**config.mk**
```make
export PLATFORM = sky130hd
export DESIGN_NAME = pmbus_aggregate_block_reads
export DESIGN_NICKNAME = d
export VERILOG_FILES = /design/src/verilog/sticky_flag.v /design/src/verilog/pmbus_aggregate_block_reads.v
export VERILOG_INCLUDE_DIRS = /design/src /design/src/shared
export SDC_FILE = /design/constraint.sdc
export NUM_CORES = 1
export LEC_CHECK = 0
export BUFFER_PORTS_ARGS = -buffer_cell sky130_fd_sc_hd__buf_2
export CAP_MARGIN = 10
export CORE_MARGIN = 2
export CORE_UTILIZATION = 30
export DETAILED_ROUTE_END_ITERATION = 8
export PLACE_DENSITY = 0.61
export SLEW_MARGIN = 10
export SYNTH_ARGS = -nofsm -noshare
export SYNTH_HDL_FRONTEND = slang
export SYNTH_SLANG_ARGS = --single-unit
```
**constraint.sdc**
```tcl
create_clock -name clk -period 2.95 [get_ports clk]
set_input_delay 0 -clock clk [delete_from_list [all_inputs] [get_ports clk]]
set_output_delay 0 -clock clk [all_outputs]
set_load 0.02 [all_outputs]
```
**src/shared/pmbus_agg_regs.vh**
```
// constants for the aggregate block read responder
`ifndef PMBUS_AGG_REGS_VH
`define PMBUS_AGG_REGS_VH

// command codes
`define CMD_TELEMETRY_SNAPSHOT 8'hDA
`define CMD_STATUS_SNAPSHOT 8'hDB

// block lengths in bytes
`define LEN_TELEMETRY_SNAPSHOT 8'h0E
`define LEN_STATUS_SNAPSHOT 8'h07

// telemetry block field positions
`define TEL_DUTY_HI 111
`define TEL_DUTY_LO 96
`define TEL_IIN_HI 95
`define TEL_IIN_LO 80
`define TEL_VIN_HI 79
`define TEL_VIN_LO 64
`define TEL_TEMP_HI 63
`define TEL_TEMP_LO 48
`define TEL_IOUT_HI 47
`define TEL_IOUT_LO 32
`define TEL_VOUT_HI 31
`define TEL_VOUT_LO 16
`define TEL_STATUS_HI 15
`define TEL_STATUS_LO 0

// status block byte positions, least significant first
`define STA_VOUT_LO 0
`define STA_IOUT_LO 8
`define STA_INPUT_LO 16
`define STA_TEMP_LO 24
`define STA_CML_LO 32
`define STA_OTHER_LO 40
`define STA_MFR_LO 48

// communication fault bit in the status byte, invalid command bit in the cml status
`define STATUS_BYTE_CML_BIT 1
`define CML_INVALID_CMD_BIT 7

// reset values and fill
`define UNSUPPORTED_FIELD 16'h0000
`define DISABLED_FIELD 16'h0000
`define READ_FILL_BYTE 8'hFF
`define BLOCK_RESET 112'h0

// read answer latency in clock cycles
`define READ_LATENCY_CYCLES 1

`endif

```
**src/verilog/sticky_flag.v**
```verilog
// sticky event flag where a set in the same cycle as a clear wins
`timescale 1ns/1ps
module sticky_flag (
  input wire clk,
  input wire rst_n,
  input wire setPulse,
  input wire clearPulse,
  output reg flag
);
  always @(posedge clk) begin
    if (!rst_n) begin
      flag <= 1'b0;
    end else if (setPulse) begin
      flag <= 1'b1;
    end else if (clearPulse) begin
      flag <= 1'b0;
    end
  end
endmodule

```
**src/verilog/pmbus_aggregate_block_reads.v**
```verilog
// responder for the telemetry and status aggregate block read commands
//
// Overview of operation
// - command DAh answers a 14-byte block read of status word and telemetry
// - command DAh accepts no writes; only block read is defined
// - duty cycle bits 111:96 and input current bits 95:80 always read zero
// - layout: vin 79:64, temp 63:48, iout 47:32, vout 31:16, status word 15:0
// - any write to either aggregate command is an invalid command fault
// - fault sets status byte cml bit and cml status bit 7
// - fault notifies host through the alert signal
// - command DBh answers 7 status bytes: vout, iout, input, temp, cml, other, mfr
// - command DBh accepts no writes; only block read is defined
// - a write to the status command clears no asserted status bit
// - both commands are global, not per phase, with no nonvolatile copy
// - disabled telemetry quantity reports zero in its field
`timescale 1ns/1ps
`include "pmbus_agg_regs.vh"
module pmbus_aggregate_block_reads #(
  parameter CODE_W = 8
) (
  input wire clk,
  input wire rst_n,
  // transaction strobes from the pmbus target front end
  input wire cmdValid,
  input wire [CODE_W-1:0] cmdCode,
  input wire wrByteValid,
  input wire [7:0] wrByte,
  input wire rdByteReq,
  input wire txnStop,
  input wire clearFaults,
  // live telemetry and status
  input wire [15:0] statusWordIn,
  input wire [15:0] vinIn,
  input wire [15:0] tempIn,
  input wire [15:0] ioutIn,
  input wire [15:0] voutIn,
  input wire vinDisabled,
  input wire ioutDisabled,
  input wire voutDisabled,
  input wire [7:0] statusVoutIn,
  input wire [7:0] statusIoutIn,
  input wire [7:0] statusInputIn,
  input wire [7:0] statusTempIn,
  input wire [7:0] statusCmlIn,
  input wire [7:0] statusOtherIn,
  input wire [7:0] statusMfrIn,
  // answers
  output reg rdByteValid,
  output reg [7:0] rdByte,
  output reg cmdClaimed,
  output reg invalidCommandFlag,
  output reg statusByteCmlBit,
  output reg alertOut,
  output reg alertOe
);

  localparam [4:0] ST_IDLE = 5'b00001;
  localparam [4:0] ST_CMD = 5'b00010;
  localparam [4:0] ST_DATA = 5'b00100;
  localparam [4:0] ST_FAULT = 5'b01000;
  localparam [4:0] ST_DONE = 5'b10000;

  reg [4:0] state_reg;
  reg [4:0] state_next;
  localparam integer SNAP_BYTES = 16;

  reg [7:0] snap_reg [0:SNAP_BYTES-1];
  reg [3:0] index_reg;
  reg [3:0] index_next;
  reg loadSnap;
  integer b;
  reg [7:0] remain_reg;
  reg [7:0] remain_next;
  reg isStatusCmd_reg;
  reg isStatusCmd_next;
  reg [7:0] byteOut_next;
  reg byteValid_next;
  reg faultPulse;

  wire ourCode;
  wire faultFlag;
  wire [111:0] telemetryBlock;
  wire [55:0] statusBlock;
  wire [15:0] statusWordLive;
  wire [7:0] statusCmlLive;
  wire isTelemetryCode;
  wire isStatusCode;
  wire [15:0] vinField;
  wire [15:0] ioutField;
  wire [15:0] voutField;
  wire [127:0] blockSel;

  // both codes are single global registers; no phase select takes part
  assign isTelemetryCode = (cmdCode == `CMD_TELEMETRY_SNAPSHOT);
  assign isStatusCode = (cmdCode == `CMD_STATUS_SNAPSHOT);
  assign ourCode = isTelemetryCode || isStatusCode;

  // our own fault is merged so the host sees it even before the status owner updates
  assign statusWordLive = statusWordIn | ({{15{1'b0}}, faultFlag} << `STATUS_BYTE_CML_BIT);
  assign statusCmlLive = statusCmlIn | ({{7{1'b0}}, faultFlag} << `CML_INVALID_CMD_BIT);

  // unsupported fields are constant zero
  assign telemetryBlock[`TEL_DUTY_HI:`TEL_DUTY_LO] = `UNSUPPORTED_FIELD;
  assign telemetryBlock[`TEL_IIN_HI:`TEL_IIN_LO] = `UNSUPPORTED_FIELD;
  // disabled quantities read zero; temperature cannot be disabled
  assign vinField = vinDisabled ? `DISABLED_FIELD : vinIn;
  assign ioutField = ioutDisabled ? `DISABLED_FIELD : ioutIn;
  assign voutField = voutDisabled ? `DISABLED_FIELD : voutIn;
  assign telemetryBlock[`TEL_VIN_HI:`TEL_VIN_LO] = vinField;
  assign telemetryBlock[`TEL_TEMP_HI:`TEL_TEMP_LO] = tempIn;
  assign telemetryBlock[`TEL_IOUT_HI:`TEL_IOUT_LO] = ioutField;
  assign telemetryBlock[`TEL_VOUT_HI:`TEL_VOUT_LO] = voutField;
  assign telemetryBlock[`TEL_STATUS_HI:`TEL_STATUS_LO] = statusWordLive;

  // padded to whole store entries; the top two entries are never read
  assign blockSel = isStatusCmd_reg ? {{72{1'b0}}, statusBlock} : {{16{1'b0}}, telemetryBlock};

  // status bytes in order from the least significant
  assign statusBlock[`STA_VOUT_LO+7:`STA_VOUT_LO] = statusVoutIn;
  assign statusBlock[`STA_IOUT_LO+7:`STA_IOUT_LO] = statusIoutIn;
  assign statusBlock[`STA_INPUT_LO+7:`STA_INPUT_LO] = statusInputIn;
  assign statusBlock[`STA_TEMP_LO+7:`STA_TEMP_LO] = statusTempIn;
  assign statusBlock[`STA_CML_LO+7:`STA_CML_LO] = statusCmlLive;
  assign statusBlock[`STA_OTHER_LO+7:`STA_OTHER_LO] = statusOtherIn;
  assign statusBlock[`STA_MFR_LO+7:`STA_MFR_LO] = statusMfrIn;

  // invalid command flag; a new fault in the clear cycle is kept
  sticky_flag u_invalid_flag (
    .clk(clk),
    .rst_n(rst_n),
    .setPulse(faultPulse),
    .clearPulse(clearFaults),
    .flag(faultFlag)
  );

  // block frozen at the count byte so a long read never mixes two telemetry updates
  always @(posedge clk) begin
    if (!rst_n) begin
      for (b = 0; b < SNAP_BYTES; b = b + 1) begin
        snap_reg[b] <= 8'h00;
      end
    end else if (loadSnap) begin
      for (b = 0; b < SNAP_BYTES; b = b + 1) begin
        snap_reg[b] <= blockSel[8*b +: 8];
      end
    end
  end

  always @* begin
    state_next = state_reg;
    index_next = index_reg;
    loadSnap = 1'b0;
    remain_next = remain_reg;
    isStatusCmd_next = isStatusCmd_reg;
    byteOut_next = `READ_FILL_BYTE;
    byteValid_next = 1'b0;
    faultPulse = 1'b0;
    case (state_reg)
      ST_IDLE: begin
        if (cmdValid && ourCode) begin
          isStatusCmd_next = isStatusCode;
          state_next = ST_CMD;
        end
      end
      ST_CMD: begin
        if (txnStop) begin
          state_next = ST_IDLE;
        end else if (wrByteValid) begin
          // no write form exists for either code; data is dropped
          faultPulse = 1'b1;
          state_next = ST_FAULT;
        end else if (rdByteReq) begin
          // one command code then the whole block, count first
          byteValid_next = 1'b1;
          if (isStatusCmd_reg) begin
            byteOut_next = `LEN_STATUS_SNAPSHOT;
            remain_next = `LEN_STATUS_SNAPSHOT;
          end else begin
            byteOut_next = `LEN_TELEMETRY_SNAPSHOT;
            remain_next = `LEN_TELEMETRY_SNAPSHOT;
          end
          // snapshot taken here so the block is coherent across bytes
          loadSnap = 1'b1;
          index_next = 4'h0;
          state_next = ST_DATA;
        end
      end
      ST_DATA: begin
        if (txnStop) begin
          state_next = ST_IDLE;
        end else if (rdByteReq) begin
          // low byte first, stepping toward the most significant
          byteValid_next = 1'b1;
          byteOut_next = snap_reg[index_reg];
          index_next = index_reg + 4'h1;
          remain_next = remain_reg - 8'h01;
          if (remain_reg == 8'h01) begin
            state_next = ST_DONE;
          end
        end else if (wrByteValid) begin
          faultPulse = 1'b1;
          state_next = ST_FAULT;
        end
      end
      ST_FAULT: begin
        // further write bytes are ignored; status is never cleared here
        if (txnStop) begin
          state_next = ST_IDLE;
        end else if (rdByteReq) begin
          byteValid_next = 1'b1;
        end
      end
      ST_DONE: begin
        // reads past the block end return the fill byte
        if (txnStop) begin
          state_next = ST_IDLE;
        end else if (rdByteReq) begin
          byteValid_next = 1'b1;
        end else if (wrByteValid) begin
          // a write after the block is still a write to a read-only command
          faultPulse = 1'b1;
          state_next = ST_FAULT;
        end
      end
      default: begin
        state_next = ST_IDLE;
      end
    endcase
  end

  always @(posedge clk) begin
    if (!rst_n) begin
      state_reg <= ST_IDLE;
      index_reg <= 4'h0;
      remain_reg <= 8'h00;
      isStatusCmd_reg <= 1'b0;
      rdByteValid <= 1'b0;
      rdByte <= 8'h00;
      cmdClaimed <= 1'b0;
    end else begin
      state_reg <= state_next;
      index_reg <= index_next;
      remain_reg <= remain_next;
      isStatusCmd_reg <= isStatusCmd_next;
      rdByteValid <= byteValid_next;
      rdByte <= byteValid_next ? byteOut_next : rdByte;
      cmdClaimed <= (state_next != ST_IDLE);
    end
  end

  // status and alert outputs follow the sticky flag one cycle later
  always @(posedge clk) begin
    if (!rst_n) begin
      invalidCommandFlag <= 1'b0;
      statusByteCmlBit <= 1'b0;
      alertOut <= 1'b0;
      alertOe <= 1'b0;
    end else begin
      invalidCommandFlag <= faultFlag;
      statusByteCmlBit <= faultFlag | statusWordIn[`STATUS_BYTE_CML_BIT];
      // open-drain alert pulled low while the fault stands
      alertOut <= 1'b0;
      alertOe <= faultFlag;
    end
  end

endmodule

```
=== Word-level counts from Yosys, hierarchy flattened ===
Memory sizes are Yosys's and may differ from the RTL's. A register that Yosys moved wholly into a read port is not among the register bits.
Index checks and enable logic that the tools add are counted.

* Flip-flop bits (word level): 31
* Memory bits (writable): 128
* Bits of input ports: 162
* Output and inout bits: 14
* Word-level logic and storage cells: 124
* Memories kept: 1

* $add $sub $neg: 2
* Equality and inequality tests: 14
* Multiplexer cells: 70
* Bitwise operators: 19
* Reductions and logical operators: 8

{| class="wikitable"
|+ Memories
! memory !! depth !! bits a word !! read ports !! clocked after Yosys merged registers in !! wr ports !! RTL line !! text
|-
| snap_reg || 16 || 8 || 1 || 1 || 16 || pmbus_aggregate_block_reads.v:67 || <nowiki>reg [7:0] snap_reg [0:SNAP_BYTES-1];</nowiki>
|}

{| class="wikitable"
|+ Operator list
! operator !! count
|-
| 8-bit 2-to-1 mux || 26
|-
| 80-bit 2-to-1 mux || 1
|-
| 5-bit 2-to-1 mux || 11
|-
| 16-bit 2-to-1 mux || 3
|-
| 4-bit 2-to-1 mux || 8
|-
| 8-bit one-hot mux with 2 select lines || 2
|-
| 5-bit one-hot mux with 5 select lines || 1
|-
| 1-bit OR || 17
|-
| 8-bit equality test, second input constant || 2
|-
| 16-bit by 2-bit OR with 16-bit output || 1
|-
| 1-bit 2-to-1 mux || 15
|-
| 2-bit inequality test, second input constant || 5
|-
| 8-bit by 1-bit equality test with 1-bit output, second input constant || 1
|-
| 8-bit OR || 1
|-
| 4-bit one-hot mux with 2 select lines || 1
|-
| 8-bit by 1-bit subtractor with 8-bit output, second input constant || 1
|-
| 6-bit AND reduction || 1
|-
| 5-bit by 1-bit equality test with 1-bit output, second input constant || 1
|-
| 5-bit by 2-bit equality test with 1-bit output, second input constant || 1
|-
| 5-bit by 3-bit equality test with 1-bit output, second input constant || 1
|-
| 5-bit by 4-bit equality test with 1-bit output, second input constant || 1
|-
| 5-bit equality test, second input constant || 1
|-
| 5-bit by 1-bit inequality test with 1-bit output, second input constant || 1
|-
| 4-bit by 1-bit adder with 4-bit output, second input constant || 1
|-
| other kinds (7) || 9
|}

=== Depth between registers and ports, before layout ===
* Word-level depth: 8
* Mapped depth: 6
* Depth with buffers taken out: 6

=== Modules after synthesis ===
From an unflattened synthesis, not the netlist that was laid out.

* Cells, all modules: 491
* Area total of the unflattened synthesis: 5686.7 um2

{| class="wikitable"
|+ Modules (own cells, without submodules)
! module !! instances !! cells each !! area each (um2) !! seq. area each (um2)
|-
| pmbus_aggregate_block_reads || 1 || 488 || 5645.4 || 3083.0
|-
| sticky_flag || 1 || 3 || 41.3 || 20.0
|}

=== Worst setup path after synthesis ===
OpenSTA, ideal clock, no wires.

* Kind: reg-to-reg
* Start: register state_reg[2]
* End: memory snap_reg[0][0] (enable)
* Library setup time: 405 ps
* Arrival: 2456 ps
* Data required time: 2545 ps
* Slack: 88 ps
* Stages on the path, launching flop included: 5
* Buffers on the path: 2
* Period minus slack after synthesis: 2862 ps
* Cells stage by stage: dfxtp_1 buf_2 or4b_2 o21ai_0 buf_2

{| class="wikitable"
|+ RTL lines
! what !! RTL line !! text
|-
| from (decl) || pmbus_aggregate_block_reads.v:63 || <nowiki>reg [4:0] state_reg;</nowiki>
|-
| from (signal assigned) || pmbus_aggregate_block_reads.v:241 || <nowiki>state_reg <= state_next;</nowiki>
|-
| to (decl) || pmbus_aggregate_block_reads.v:67 ||
|}

==> results.md <==
- Final hold vios: 0
- Post-CTS setup repair buffer count: 0
- Area leader, netlist: edfxtp_1
- Final Power: 4230 µW
- Syn Nets: 654
- GRT Overall Usage: 16.8%
- Port Buffers: 166
- Via/cell ratio: 4.94
- Core Area: 18700 µm²
- Status: finished clean
- Synth warnings: 0
- Ys async rst share: 0%
- Vias: 5109
- Worst Setup Start Kind: flip-flop
- VDD IR max: 0.000324 V
- Top-level I/O count: 176
- Clock H-tree levels: 4
- Max-slew headroom: 36.0%
- CP dominant cell by count: nor2_1
- Syn Inst Count: 489
- Synthesized cell area: 5710 µm²
- Ranking of synthesized cells by area: edfxtp_1 42%, dfxtp_1 12%, mux4_2 4.7%, nor2_1 4.6%, mux2i_1 4.4%
- Setup Skew: 0.0131 ns
- Die Wd: 142 µm
- Static Leak: 0.00342 µW
- Post-DP HPWL: 10800 µm
- CP arrival: 2.65 ns
- Layout Cells excl Fill: 1035
- Vias in the first global route: 5195
- Worst setup EP type: flip-flop
- Placed Area: 6810 µm²
- Final setup fails: 0
- Antenna Cells: 0
- Clk buf depth: 2
- Largest net degree at the start of global routing: 69
- DP Worst Slack: 0.673 ns
- Synth unique cells: 65
- FF+latch count, synth: 115
- Pwr dens: 481 nW/µm²
- Hold bufs inserted after CTS: 138
- Nets: 953
- CTS-repair resized insts: 0
- Post-synth top flop: edfxtp_1
- Max-cap viol count: 0
- Layout area overhead: 54.0%
- Final wirelength: 16700 µm
- Max reg flops: 80
- Worst min-delay path category: primary input to flip-flop
- Max-slew violations: 0
- DIE AREA: 20200 µm²
- Final Worst Setup Slack: 0.576 ns
- Crit Path Class: flip-flop to flip-flop
- Share of cells above drive strength 1: 31.8%
- Most common cell after layout, fill and taps aside: buf_2
- Post-synth EDFFs: 80
- Largest stage delay on the critical path: 0.82 ns
- CTS clk-pin slew, worst paths: 0.06 ns
- Grt total ovfl: 0
- Post-route ant nets: 0
- Most frequent cells in the layout: 166 x buf_2, 138 x dlygate4sd3_1, 80 x edfxtp_1, 70 x nor2_1, 33 x dfxtp_1
- Clk root buf: clkbuf_16
- Fmax: 421 MHz
- Die height: 142 µm
- Slowest CP cell: nor2_1
- First-pass GRT wire length: 26000 µm
- Post-synthesis sequential area ratio: 54.3%
- Crit path max-delay family: simple AND/OR/NAND/NOR gates
- CTS tree: yes
- Fin Setup TNS: 0 ns
- Num rows: 50
- Worst-path cell chain: nor2_1, a22oi_1, dlygate4sd3_1, nor2_1
- Synth top area share: 42.1%
- Cts bufs inserted: 17
- Initial cell density of the core: 30.5%
- Fin area: 8790 µm²
- CP Buf/Inv Count: 1
- Crit Path Max Fanout: 20
- Worst EP required: 3.23 ns
- Residual DRC count: 0
- Drt first pass iters: 5
- CTS Sinks: 115
- Final Critical Period: 2.37 ns
- Fill cell count: 1665
- DR WL/cell: 16.1 µm
- Initial DRC Count: 373
- Placer Congestion: 0.787
- Placed cells: 865
- Syn avg cell area: 11.7 µm²
- Slew at the pin closest to its max-slew limit: 0.957 ns
- RSZ-0062 raised after global routing: false
- Clk Latency, worst-skew pair: 0.42 ns
- Fin crit share: 80.5%
- Initial antenna violation count: 0
==> power breakdown <==
part / leakage (µW) / internal (µW) / switching (µW)
sequential: 0.00112 / 1760 / 9.23
combinational: 0.00201 / 227 / 130
clock: 0.000287 / 1340 / 769
==> path summary, 6_finish.rpt <==
check                          startpoint                           end  slack (ns)  depth (start not counted)
min                      statusInputIn[1]  snap_reg[2][1]$_SDFFCE_PN0P_       0.004                          3
min reg2reg        rdByte[1]$_SDFFE_PN0P_        rdByte[1]$_SDFFE_PN0P_        0.50                          1
max reg2reg  isStatusCmd_reg$_SDFFE_PN0P_  snap_reg[4][3]$_SDFFCE_PN0P_        0.58                          4
max          isStatusCmd_reg$_SDFFE_PN0P_  snap_reg[4][3]$_SDFFCE_PN0P_        0.58                          4
==> synthesized netlist by cell type, types with 4 or more instances <==
cell	n
mux2_2	14
nor2_1	70
mux4_2	12
and2_1	27
nor3b_1	4
a2111oi_0	5
nand2b_1	5
o21ai_0	10
nand2_1	13
edfxtp_1	80
dfxtp_1	35
mux2i_1	25
a21oi_1	14
o21a_1	6
nor2b_1	6
a211oi_1	5
buf_2	7
a22oi_1	31
nor3_1	4
inv_1	14
nand3_1	4
or3_1	5
a31oi_1	4
clkbuf_1	23
==> worst register-to-register path, delay by kind of cell, from the launching register on <==
| family | cells | cell delay, ns |
|---|---|---|
| and+or+nand+nor | 2 | 0.91 |
| buffers and inverters | 1 | 0.63 |
| DFF | 1 | 0.51 |
| AOI/OAI and AO/OA | 1 | 0.18 |
==> kinds of logic after synthesis <==
kind of cell / synth area share, %
and+or+nand+nor: 15.7
DFF: 54.3
adders and majority gates: 0.657
other: 0.0657
AOI/OAI and AO/OA: 13.5
xor gates and xnor gates: 0.307
buffers and inverters: 3.57
muxes: 11.9
==> metal layers <==
layer / up-vias / part of all wire (%) / GRT usage, %
met5: - / 0 / 0
li1: 2452 / - / -
met2: 198 / 50 / 29.2
met1: 2439 / 43 / 21.0
met4: 0 / 1.1 / 5.32
met3: 20 / 6.2 / 3.50
==> layout make-up <==
| cell class | instances | area (µm²) | share of cell area [%] |
|---|---|---|---|
| Inverter | 14 | 52.6 | 0.598 |
| Clock inverter | 14 | 179 | 2.03 |
| Tap cell | 234 | 293 | 3.33 |
| Sequential cell | 115 | 3110 | 35.3 |
| Clock buffer | 18 | 429 | 4.88 |
| Multi-Input combinational cell | 325 | 2420 | 27.5 |
| Timing Repair Buffer | 315 | 2320 | 26.4 |
==> per-stage QoR <==
stage | utilization, % | hold WS, ns
2_1_floorplan | - | 0.0785
3_3_place_gp | 36.4 | 0.263
3_5_place_dp | 36.4 | 0.251
4_1_cts | 47.0 | 0.00658
5_1_grt | 47.0 | 0.0627
6_report | 47.0 | 0.00420
Power figures use the tool's default switching activity.
